**src/pkg/bfds_pkg.sv**
```systemverilog
package bfds_pkg;
    // bus
    localparam logic [31:0] bfds_axi_addr_mask = 32'h0000_000F;
    localparam logic [3:0] bfds_off_ctrl = 4'h0;
    localparam logic [3:0] bfds_off_status = 4'h4;
    localparam logic [3:0] bfds_off_dead = 4'h8;
    localparam logic [1:0] bfds_resp_okay = 2'h0;
    localparam logic [1:0] bfds_resp_slverr = 2'h2;
    // reset values
    localparam logic [31:0] bfds_ctrl_reset = 32'h0000_0000;
    // dead-time select encodings held in ctrl[1:0]
    localparam logic [1:0] bfds_dead_pin = 2'h0;
    localparam logic [1:0] bfds_dead_max = 2'h1;
    localparam logic [1:0] bfds_dead_none = 2'h2;
    localparam logic [1:0] bfds_dead_reg = 2'h3;
    // status bit positions
    localparam int bfds_st_ot = 0;
    localparam int bfds_st_reg_uv = 1;
    localparam int bfds_st_boot_uv = 2;
    localparam int bfds_st_logic_uv = 3;
    localparam int bfds_st_fault = 4;
    localparam int bfds_st_gate = 8;
    // timing
    localparam int bfds_clk_mhz = 100;
    localparam int bfds_dead_max_ns = 6000;
    localparam int bfds_charge_min_ns = 7000;
    localparam int bfds_charge_timeout_ns = 200000;
    localparam int bfds_dead_max_cyc = (bfds_dead_max_ns * bfds_clk_mhz + 999) / 1000;
    localparam int bfds_charge_min_cyc = (bfds_charge_min_ns * bfds_clk_mhz + 999) / 1000;
    localparam int bfds_charge_timeout_cyc = bfds_charge_timeout_ns * bfds_clk_mhz / 1000;
    localparam int bfds_cnt_w = 16;
    localparam logic [bfds_cnt_w-1:0] bfds_dead_reg_reset = 16'h0064;
    typedef enum logic [1:0] {bfds_ph_idle, bfds_ph_charge, bfds_ph_fault} bfds_ph_type;
endpackage

```
**src/hw/bfds_top.sv**
```systemverilog
// Behaviour
// RQ1: overtemp trip sets fault state, flag low
// RQ2: overtemp clears only below recovery level
// RQ3: overtemp never disables gates, non-latching
// RQ4: regulator undervoltage sets fault, disables gates
// RQ5: regulator undervoltage clears itself on rising
// RQ6: regulator undervoltage active from power-up
// RQ7: low bootstrap withholds high, charges via low
// RQ8: bootstrap watched while high side on
// RQ9: charge timeout latches bootstrap fault, disables
// RQ10: bootstrap fault cleared only by reset low or logic undervoltage
// RQ11: logic undervoltage sets fault, disables gates
// RQ12: logic undervoltage clears all other faults
// RQ13: logic undervoltage from power-up, non-latching
// RQ14: disabled means all gate outputs low
// RQ15: one dead time for both phases
// RQ16: dead time also after charge cycle
// RQ17: pin strapped high selects six microseconds
// RQ18: pin strapped low gives zero dead
// RQ19: controller supplies dead time when disabled
// RQ20: dead time only within interval after off
// RQ21: controller brakes with both lows or highs
// RQ22: both inputs asserted drives low side only
// RQ23: reset input low idles gates, sleeps
// RQ24: charge cycle lasts at least seven microseconds
// RQ25: charge timeout about two hundred microseconds
// RQ26: fault flag low when any fault active
// RQ27: comparator inputs synchronised before use
`timescale 1ns/1ps
`default_nettype none
module bfds_top
    import bfds_pkg::*;
#(
    parameter int charge_timeout_cyc = bfds_pkg::bfds_charge_timeout_cyc
) (
    input wire logic aclk,
    input wire logic aresetn,
    input wire logic [31:0] s_axi_awaddr,
    input wire logic s_axi_awvalid,
    output logic s_axi_awready,
    input wire logic [31:0] s_axi_wdata,
    input wire logic [3:0] s_axi_wstrb,
    input wire logic s_axi_wvalid,
    output logic s_axi_wready,
    output logic [1:0] s_axi_bresp,
    output logic s_axi_bvalid,
    input wire logic s_axi_bready,
    input wire logic [31:0] s_axi_araddr,
    input wire logic s_axi_arvalid,
    output logic s_axi_arready,
    output logic [31:0] s_axi_rdata,
    output logic [1:0] s_axi_rresp,
    output logic s_axi_rvalid,
    input wire logic s_axi_rready,
    input wire logic phase_a_high_cmd,
    input wire logic phase_a_low_cmd,
    input wire logic phase_b_high_cmd,
    input wire logic phase_b_low_cmd,
    input wire logic reset_n_pin,
    input wire logic overtemp_trip,
    input wire logic overtemp_recovered,
    input wire logic regulator_below_falling,
    input wire logic regulator_above_rising,
    input wire logic logic_below_falling,
    input wire logic logic_above_rising,
    input wire logic [1:0] boot_ok,
    input wire logic [1:0] boot_low,
    input wire logic dead_pin_high,
    input wire logic dead_pin_low,
    output logic [1:0] high_side_gate_out,
    output logic [1:0] low_side_gate_out,
    output logic fault_n
);
    import bfds_pkg::*;

    localparam int n_sync = 17;
    logic [n_sync-1:0] sync_in;
    logic [n_sync-1:0] sync_a;
    logic [n_sync-1:0] sync_b;
    logic [3:0] cmd_s;
    logic rst_pin_s;
    logic ot_trip_s, ot_rec_s, reg_fall_s, reg_rise_s, logic_fall_s, logic_rise_s;
    logic [1:0] boot_ok_s;
    logic [1:0] boot_low_s;
    logic dead_hi_s, dead_lo_s;
    logic ot_fault;
    logic reg_uv;
    logic logic_uv;
    logic [1:0] boot_fault;
    logic disable_all;
    logic clear_latch;
    logic [31:0] ctrl;
    logic [bfds_cnt_w-1:0] dead_reg;
    logic [bfds_cnt_w-1:0] dead_cyc;
    logic [1:0] dead_sel;
    logic [31:0] status;
    logic aw_held, w_held;
    logic [3:0] aw_addr;
    logic [31:0] w_data;
    logic [3:0] w_strb;

    ////////////////////////////////////////////////////////////////
    // two-stage synchronisers for all pin-level inputs
    assign sync_in = {dead_pin_low, dead_pin_high, boot_low, boot_ok, logic_above_rising, logic_below_falling,
                      regulator_above_rising, regulator_below_falling, overtemp_recovered, overtemp_trip,
                      reset_n_pin, phase_b_low_cmd, phase_b_high_cmd, phase_a_low_cmd, phase_a_high_cmd};

    genvar gi;
    generate
        for (gi = 0; gi < n_sync; gi++) begin : g_sync
            always_ff @(posedge aclk) begin
                if (!aresetn) begin
                    sync_a[gi] <= 1'b0;
                    sync_b[gi] <= 1'b0;
                end else begin
                    sync_a[gi] <= sync_in[gi]; // RQ27
                    sync_b[gi] <= sync_a[gi];
                end
            end
        end
    endgenerate

    assign cmd_s = sync_b[3:0];
    assign rst_pin_s = sync_b[4];
    assign ot_trip_s = sync_b[5];
    assign ot_rec_s = sync_b[6];
    assign reg_fall_s = sync_b[7];
    assign reg_rise_s = sync_b[8];
    assign logic_fall_s = sync_b[9];
    assign logic_rise_s = sync_b[10];
    assign boot_ok_s = sync_b[12:11];
    assign boot_low_s = sync_b[14:13];
    assign dead_hi_s = sync_b[15];
    assign dead_lo_s = sync_b[16];

    ////////////////////////////////////////////////////////////////
    // fault states; a fresh logic undervoltage wipes the others
    logic logic_enter;

    assign logic_enter = logic_fall_s && !logic_uv;

    always_ff @(posedge aclk) begin
        if (!aresetn) begin
            logic_uv <= 1'b1; // RQ13
        end else if (logic_fall_s) begin
            logic_uv <= 1'b1; // RQ11
        end else if (logic_rise_s) begin
            logic_uv <= 1'b0; // RQ13
        end
    end

    always_ff @(posedge aclk) begin
        if (!aresetn) begin
            reg_uv <= 1'b1; // RQ6
        end else if (logic_enter) begin
            reg_uv <= 1'b0; // RQ12
        end else if (reg_fall_s) begin
            reg_uv <= 1'b1; // RQ4
        end else if (reg_rise_s) begin
            reg_uv <= 1'b0; // RQ5
        end
    end

    always_ff @(posedge aclk) begin
        if (!aresetn) begin
            ot_fault <= 1'b0;
        end else if (logic_enter) begin
            ot_fault <= 1'b0; // RQ12
        end else if (ot_trip_s) begin
            ot_fault <= 1'b1; // RQ1
        end else if (ot_rec_s) begin
            ot_fault <= 1'b0; // RQ2
        end
    end

    // overtemp only reports, so it stays out of disable
    assign disable_all = reg_uv || logic_uv || (|boot_fault) || !rst_pin_s; // RQ3 RQ14 RQ23
    assign clear_latch = !rst_pin_s || logic_enter; // RQ10 RQ12

    always_ff @(posedge aclk) begin
        if (!aresetn) begin
            fault_n <= 1'b0;
        end else begin
            fault_n <= !(ot_fault || reg_uv || logic_uv || (|boot_fault)); // RQ26
        end
    end

    ////////////////////////////////////////////////////////////////
    // no resistor reading exists in logic,
    // so the register stands in for the resistor setting
    assign dead_sel = ctrl[1:0];

    always_comb begin
        if (dead_sel == bfds_dead_max) begin
            dead_cyc = bfds_cnt_w'(bfds_dead_max_cyc);
        end else if (dead_sel == bfds_dead_none) begin
            dead_cyc = '0;
        end else if (dead_sel == bfds_dead_reg) begin
            dead_cyc = dead_reg;
        end else if (dead_hi_s) begin
            dead_cyc = bfds_cnt_w'(bfds_dead_max_cyc); // RQ17
        end else if (dead_lo_s) begin
            dead_cyc = '0; // RQ18
        end else begin
            dead_cyc = dead_reg;
        end
    end

    ////////////////////////////////////////////////////////////////
    // index 0 is phase a
    genvar gp;
    generate
        for (gp = 0; gp < 2; gp++) begin : g_phase
            bfds_phase #(
                .charge_timeout_cyc(charge_timeout_cyc)
            ) bfds_phase_inst (
                .aclk(aclk),
                .aresetn(aresetn),
                .high_cmd(cmd_s[2*gp]),
                .low_cmd(cmd_s[2*gp+1]),
                .boot_ok(boot_ok_s[gp]),
                .boot_low(boot_low_s[gp]),
                .disable_all(disable_all),
                .clear_latch(clear_latch),
                .dead_cyc(dead_cyc), // RQ15
                .high_side_gate_out(high_side_gate_out[gp]),
                .low_side_gate_out(low_side_gate_out[gp]),
                .boot_fault(boot_fault[gp])
            );
        end
    endgenerate

    ////////////////////////////////////////////////////////////////
    always_comb begin
        status = 32'h0000_0000;
        status[bfds_st_ot] = ot_fault;
        status[bfds_st_reg_uv] = reg_uv;
        status[bfds_st_boot_uv] = |boot_fault;
        status[bfds_st_logic_uv] = logic_uv;
        status[bfds_st_fault] = !fault_n;
        status[bfds_st_gate +: 4] = {low_side_gate_out, high_side_gate_out};
    end

    ////////////////////////////////////////////////////////////////
    // write side: address and data taken in either order
    logic aw_take;
    logic w_take;
    logic write_now;
    logic [3:0] wr_addr;
    logic [31:0] wr_data;
    logic [3:0] wr_strb;
    logic [31:0] wr_mask;

    assign aw_take = s_axi_awvalid && s_axi_awready;
    assign w_take = s_axi_wvalid && s_axi_wready;
    assign s_axi_awready = !aw_held && !s_axi_bvalid;
    assign s_axi_wready = !w_held && !s_axi_bvalid;
    assign write_now = (aw_held || aw_take) && (w_held || w_take) && !s_axi_bvalid;
    assign wr_addr = aw_held ? aw_addr : s_axi_awaddr[3:0];
    assign wr_data = w_held ? w_data : s_axi_wdata;
    assign wr_strb = w_held ? w_strb : s_axi_wstrb;
    assign wr_mask = {{8{wr_strb[3]}}, {8{wr_strb[2]}}, {8{wr_strb[1]}}, {8{wr_strb[0]}}};

    always_ff @(posedge aclk) begin
        if (!aresetn) begin
            aw_held <= 1'b0;
            w_held <= 1'b0;
            aw_addr <= 4'h0;
            w_data <= 32'h0000_0000;
            w_strb <= 4'h0;
        end else begin
            if (aw_take) begin
                aw_held <= 1'b1;
                aw_addr <= s_axi_awaddr[3:0];
            end
            if (w_take) begin
                w_held <= 1'b1;
                w_data <= s_axi_wdata;
                w_strb <= s_axi_wstrb;
            end
            if (write_now) begin
                aw_held <= 1'b0;
                w_held <= 1'b0;
            end
        end
    end

    always_ff @(posedge aclk) begin
        if (!aresetn) begin
            s_axi_bvalid <= 1'b0;
            s_axi_bresp <= bfds_resp_okay;
        end else if (write_now) begin
            s_axi_bvalid <= 1'b1;
            if (wr_addr == bfds_off_ctrl || wr_addr == bfds_off_status || wr_addr == bfds_off_dead) begin
                s_axi_bresp <= bfds_resp_okay;
            end else begin
                s_axi_bresp <= bfds_resp_slverr;
            end
        end else if (s_axi_bready) begin
            s_axi_bvalid <= 1'b0;
        end
    end

    always_ff @(posedge aclk) begin
        if (!aresetn) begin
            ctrl <= bfds_ctrl_reset;
        end else if (write_now && wr_addr == bfds_off_ctrl) begin
            ctrl <= (ctrl & ~wr_mask) | (wr_data & wr_mask);
        end
    end

    always_ff @(posedge aclk) begin
        if (!aresetn) begin
            dead_reg <= bfds_dead_reg_reset;
        end else if (write_now && wr_addr == bfds_off_dead) begin
            dead_reg <= (dead_reg & ~wr_mask[15:0]) | (wr_data[15:0] & wr_mask[15:0]);
        end
    end

    ////////////////////////////////////////////////////////////////
    // upper address bits are not decoded, so offsets alias
    logic ar_take;
    logic [3:0] rd_addr;

    assign s_axi_arready = !s_axi_rvalid;
    assign ar_take = s_axi_arvalid && s_axi_arready;
    assign rd_addr = s_axi_araddr[3:0];

    always_ff @(posedge aclk) begin
        if (!aresetn) begin
            s_axi_rvalid <= 1'b0;
            s_axi_rdata <= 32'h0000_0000;
            s_axi_rresp <= bfds_resp_okay;
        end else if (ar_take) begin
            s_axi_rvalid <= 1'b1;
            s_axi_rresp <= bfds_resp_okay;
            if (rd_addr == bfds_off_ctrl) begin
                s_axi_rdata <= ctrl;
            end else if (rd_addr == bfds_off_status) begin
                s_axi_rdata <= status;
            end else if (rd_addr == bfds_off_dead) begin
                s_axi_rdata <= {16'h0000, dead_reg};
            end else begin
                s_axi_rdata <= 32'h0000_0000;
                s_axi_rresp <= bfds_resp_slverr;
            end
        end else if (s_axi_rready) begin
            s_axi_rvalid <= 1'b0;
        end
    end
endmodule
`default_nettype wire

```
**src/hw/bfds_phase.sv**
```systemverilog
`timescale 1ns/1ps
`default_nettype none
module bfds_phase
    import bfds_pkg::*;
#(
    parameter int charge_timeout_cyc = bfds_charge_timeout_cyc
) (
    input wire logic aclk,
    input wire logic aresetn,
    input wire logic high_cmd,
    input wire logic low_cmd,
    input wire logic boot_ok,
    input wire logic boot_low,
    input wire logic disable_all,
    input wire logic clear_latch,
    input wire logic [bfds_cnt_w-1:0] dead_cyc,
    output logic high_side_gate_out,
    output logic low_side_gate_out,
    output logic boot_fault
);
    bfds_ph_type state;
    logic [17:0] charge_cnt;
    logic [bfds_cnt_w-1:0] dead_cnt;
    logic want_high;
    logic want_low;
    logic last_side;
    logic charge_done;

    ////////////////////////////////////////////////////////////////
    // input lockout: both asserted means low only
    assign want_low = low_cmd; // RQ22
    assign want_high = high_cmd && !low_cmd; // RQ22
    assign charge_done = boot_ok && (charge_cnt >= 18'(bfds_charge_min_cyc)); // RQ24

    ////////////////////////////////////////////////////////////////
    always_ff @(posedge aclk) begin
        if (!aresetn || clear_latch) begin
            state <= bfds_ph_idle;
            charge_cnt <= '0;
        end else begin
            case (state)
                bfds_ph_idle: begin
                    charge_cnt <= '0;
                    if (!disable_all && want_high && (!boot_ok || (high_side_gate_out && boot_low))) begin // RQ7 RQ8
                        state <= bfds_ph_charge;
                    end
                end
                bfds_ph_charge: begin
                    charge_cnt <= charge_cnt + 18'h00001;
                    if (disable_all) begin
                        state <= bfds_ph_idle;
                    end else if (charge_done) begin
                        state <= bfds_ph_idle;
                    end else if (charge_cnt >= 18'(charge_timeout_cyc)) begin // RQ9 RQ25
                        state <= bfds_ph_fault;
                    end
                end
                bfds_ph_fault: begin
                    charge_cnt <= '0;
                end
                default: begin
                    state <= bfds_ph_idle;
                end
            endcase
        end
    end
    assign boot_fault = (state == bfds_ph_fault);

    ////////////////////////////////////////////////////////////////
    // dead time runs only from a turn-off; a turn-on after it expires is immediate
    always_ff @(posedge aclk) begin
        if (!aresetn) begin
            high_side_gate_out <= 1'b0;
            low_side_gate_out <= 1'b0;
            dead_cnt <= '0;
            last_side <= 1'b0;
        end else if (disable_all) begin
            high_side_gate_out <= 1'b0; // RQ14
            low_side_gate_out <= 1'b0;
            dead_cnt <= '0;
        end else begin
            if (dead_cnt != '0) begin
                dead_cnt <= dead_cnt - 16'h0001;
            end
            if (state == bfds_ph_charge || want_low) begin
                high_side_gate_out <= 1'b0;
                if (high_side_gate_out) begin
                    dead_cnt <= dead_cyc;
                    last_side <= 1'b1;
                end else if (dead_cnt == '0 || !last_side) begin // RQ16
                    low_side_gate_out <= 1'b1;
                end
            end else if (want_high && boot_ok) begin // RQ7 RQ20
                low_side_gate_out <= 1'b0;
                if (low_side_gate_out) begin
                    dead_cnt <= dead_cyc;
                    last_side <= 1'b0;
                end else if (dead_cnt == '0 || last_side) begin
                    high_side_gate_out <= 1'b1;
                end
            end else begin
                if (high_side_gate_out) begin
                    dead_cnt <= dead_cyc;
                    last_side <= 1'b1;
                end
                if (low_side_gate_out) begin
                    dead_cnt <= dead_cyc;
                    last_side <= 1'b0;
                end
                high_side_gate_out <= 1'b0;
                low_side_gate_out <= 1'b0;
            end
        end
    end
endmodule
`default_nettype wire

```
**config.mk**
```make
export PLATFORM = sky130hd
export DESIGN_NAME = bfds_top
export DESIGN_NICKNAME = d
export VERILOG_FILES = /design/src/pkg/bfds_pkg.sv /design/src/hw/bfds_top.sv /design/src/hw/bfds_phase.sv
export SDC_FILE = /design/constraint.sdc
export NUM_CORES = 1
export LEC_CHECK = 0
export BUFFER_PORTS_ARGS = -buffer_cell sky130_fd_sc_hd__clkbuf_2
export CAP_MARGIN = 20
export CORE_MARGIN = 2
export CORE_UTILIZATION = 60
export CTS_BUF_LIST = sky130_fd_sc_hd__clkbuf_8
export DETAILED_ROUTE_END_ITERATION = 10
export PLACE_DENSITY = 0.84
export SYNTH_ARGS = -nofsm -noshare
export SYNTH_HDL_FRONTEND = slang
export SYNTH_SLANG_ARGS = --single-unit
```
**constraint.sdc**
```tcl
create_clock -name aclk -period 3.5 [get_ports aclk]
set_input_delay 0.175 -clock aclk [delete_from_list [all_inputs] [get_ports aclk]]
set_output_delay 0.175 -clock aclk [all_outputs]
set_load 0.02 [all_outputs]
```
==> parameters.txt <==
Parameter                              Value

GRT
  Largest net degree at the start of global routing ... 41
  Number of global-route vias before repair ... just under 9000
  Global-route wire length before repair ... 43500 µm
  Global route overflow ... 0
  Initial antenna violation count ... 0
  Total global routing track utilization ... around 29%

Route
  Via count ... between 9000 and 10000
  Number of remaining DRC errors ... 0
  Post-DR wirelength/cell ... roughly 17 µm
  Detailed-router iteration count before antenna repair ... 5
  DRC marker count from the first detailed-route iteration ... 731
  Number of nets still failing antenna checks after routing ... 0
  Routed wire length ... between 20000 and 30000 µm
  Via/cell ratio ... around 5.8

Clock network
  Count of H-tree levels built during CTS ... 2
  Clock-pin slew on the worst setup and hold paths ... about 0.060 ns
  Num Clock Sinks ... about 240
  Clock tree root driver cell ... clkbuf_8
  Clock tree from TritonCTS ... done
  Total setup buffers inserted after CTS ... 0
  Largest buffer count on any clock path ... 3
  Clock latency of the later-clocked register in the worst-skew pair ... roughly 0.53 ns
  Clock buffers created by TritonCTS ... 40

Critical path
  Startpoint-to-endpoint class of the critical path ... reg2reg
  Cells on worst reg2reg path ... 5
  Required @ worst endpoint ... 3.94 ns
  Critical Path Source ... aw_held
  Max Fanout on Critical Path ... 11
  Endpoint kind of the worst setup timing path ... register
  Critical Path AT ... 3.28 ns
  Register-to-register setup slack ... about 0.66 ns
  Startpoint of the most critical register-to-register path ... aw_held
  Critical path startpoint category ... register

Timing
  Number of pins with negative max-slew slack in the final report ... 0
  Slew of the pin with the lowest slew margin ... roughly 1.1 ns
  Final Critical Period ... between 2 and 3 ns
  Final critical-path share of the clock period ... 81.0%
  RSZ-0062 raised after global routing ... false
  Highest clock rate ... between 0.3 and 0.4 GHz
  Setup tns final ... 0 ns
  Max Clock Skew ... approximately 0.014 ns
  Final setup fails ... 0
  Final hold violation count ... 0
  Worst hold-check slack ... roughly 0.16 ns
  Slew HR ... between 20 and 30%

Power
  PnR Total Power ... roughly 5.7 mW
  Largest vdd supply drop ... approximately 360 µV
  LEAKAGE ... between 5 and 6 nW
  Areal power density over the cells ... 458 nW/µm²

Layout
  Syn-to-layout area delta ... 18.9%
  Area taken by flip-flops and latches ... about 4800 µm²
  Number of inserted diodes ... 0
  Nets ... 1469
  Layout fillers ... roughly 1200
  Area occupied by multi-input gates ... ~5200 µm²
  Share of cells above drive strength 1 ... about 17%
  Most common library cell in the layout ignoring fill and taps ... dfxtp_1
  Most frequent cells in the layout ... 241 x dfxtp_1, 149 x nor2_1, 125 x nand2_1

Floorplanning
  Initial core utilization ... about 60%
  Core Region ... between 15000 and 20000 µm²
  Row Count ... 48
  Chip Width ... between 100 and 150 µm
  Number of ports placed on the die boundary ... 170
  Die height ... 136 µm
  Floorplan die area ... approximately 19000 µm²

Synth
  Number of synthesized flops with an enable pin ... 0
  Post-synthesis instance area ... about 10000 µm²
  Post-synthesis sequential area ratio ... between 40% and 50%
  Flop and latch count out of synthesis ... about 240
  Post-Synthesis Cells ... 1182
  Synthesis Warnings ... 0
  Cell taking the most area after synthesis ... dfxtp_1
  Async set-reset flop share out of synthesis ... 0%
  Top_reg_cell synth ... dfxtp_1
  Synthesized area per cell ... around 9 µm²
  Number of distinct library cells after synthesis ... 69
  Fraction of post-synthesis cell area in the top cell type by area ... 46.2%
  Top area cells in the synthesized netlist ... dfxtp_1 46%, mux2i_1 6.9%, nor2_1 5.3%, a21oi_1 4.6%, nand2_1 4.5%

Job
  Max Cap Violations ... 0

Worst hold path
  Hold-critical path endpoint ... s_axi_rdata[2]
  Worst Hold Depth ... 5
  Hold_sp ... s_axi_araddr[0]
  Worst Hold Class ... in2reg

Placement
  Number of buffers inserted by port buffering ... 111
  Routability cong. ... 0.919
  Placed wire-length estimate ... 16800 µm

Status
  Result of the run ... complete, no violations
[Yosys cell counts, drive strengths merged, types with 9 or more instances]
cell	count
o21ai	28
buf	25
nor4	12
nand4	15
nor2	149
inv	22
mux2i	72
dfxtp	242
clkbuf	48
xor2	22
or3	10
a22oi	26
mux2	18
nand2	125
xnor2	26
nor3	33
a211oi	41
and3	9
or2	9
and2	37
nand3	19
a21oi	98
[cell families after synthesis]
family	share of synthesized area (%)
AND/OR/NAND/NOR	21.9
flip-flops	46.2
AO/OA/AOI/OAI	14.0
buffers and inverters	4.16
multiplexers	8.80
XOR/XNOR	4.01
adder cells (fa/ha/maj)	0.954
other	0.0357
[how the worst max path moves through the flow]
stage	to
detailed placement	register
CTS	register
global placement	register
floorplan	g_phase[0].bfds_phase_inst.dead_cnt[8]
global route	register
finish	register
[metrics by stage]
| stage | setup WS, ns | util, % | cells | area (µm²) |
|---|---|---|---|---|
| after global routing | 0.534 | 72.6 | 1591 | 12500 |
| after global placement | 0.894 | 64.6 | 1458 | 11100 |
| after detailed placement | 0.825 | 64.6 | 1458 | 11100 |
| final | 0.665 | 72.6 | 1591 | 12500 |
| after floorplan | 1.38 | - | 1183 | 10500 |
| after CTS | 0.734 | 72.6 | 1591 | 12500 |
[power breakdown]
| group | total, mW | switching [mW] | internal [mW] |
|---|---|---|---|
| registers | 2.88 | 0.0512 | 2.83 |
| clock network | 2.37 | 1.10 | 1.27 |
| logic | 0.468 | 0.269 | 0.198 |
[cell type report]
| class | count | area share [%] |
|---|---|---|
| clock buffer | 49 | 5.40 |
| clock inverter | 22 | 0.762 |
| inverter | 22 | 0.672 |
| multi-input combinational | 846 | 41.8 |
| sequential | 242 | 38.8 |
| tap | 225 | 2.26 |
| timing repair buffer | 185 | 10.2 |
[critical path: stages, from the launching register on]
cell and delay (ns):
dfxtp_1 0.52, or3b_1 0.42, a211oi_2 0.49, nand4_1 0.67, or2_2 0.52, a21oi_1 0.12
[layer usage]
| metal | vias to the layer above | GRT usage (%) | share of wire (%) |
|---|---|---|---|
| li1 | 4443 | - | - |
| met1 | 4396 | 37.1 | 42 |
| met2 | 385 | 49.0 | 48 |
| met3 | 72 | 5.15 | 7.0 |
| met4 | 0 | 11.7 | 3.1 |
| met5 | - | 0 | 0 |
[repair_timing]
action / in CTS / in global routing
hold buffers: 62 / 0
gates resized for setup: 0 / 0
endpoints found under the hold margin: 77 / 0
Note: power is estimated with default switching activity, not from simulation.
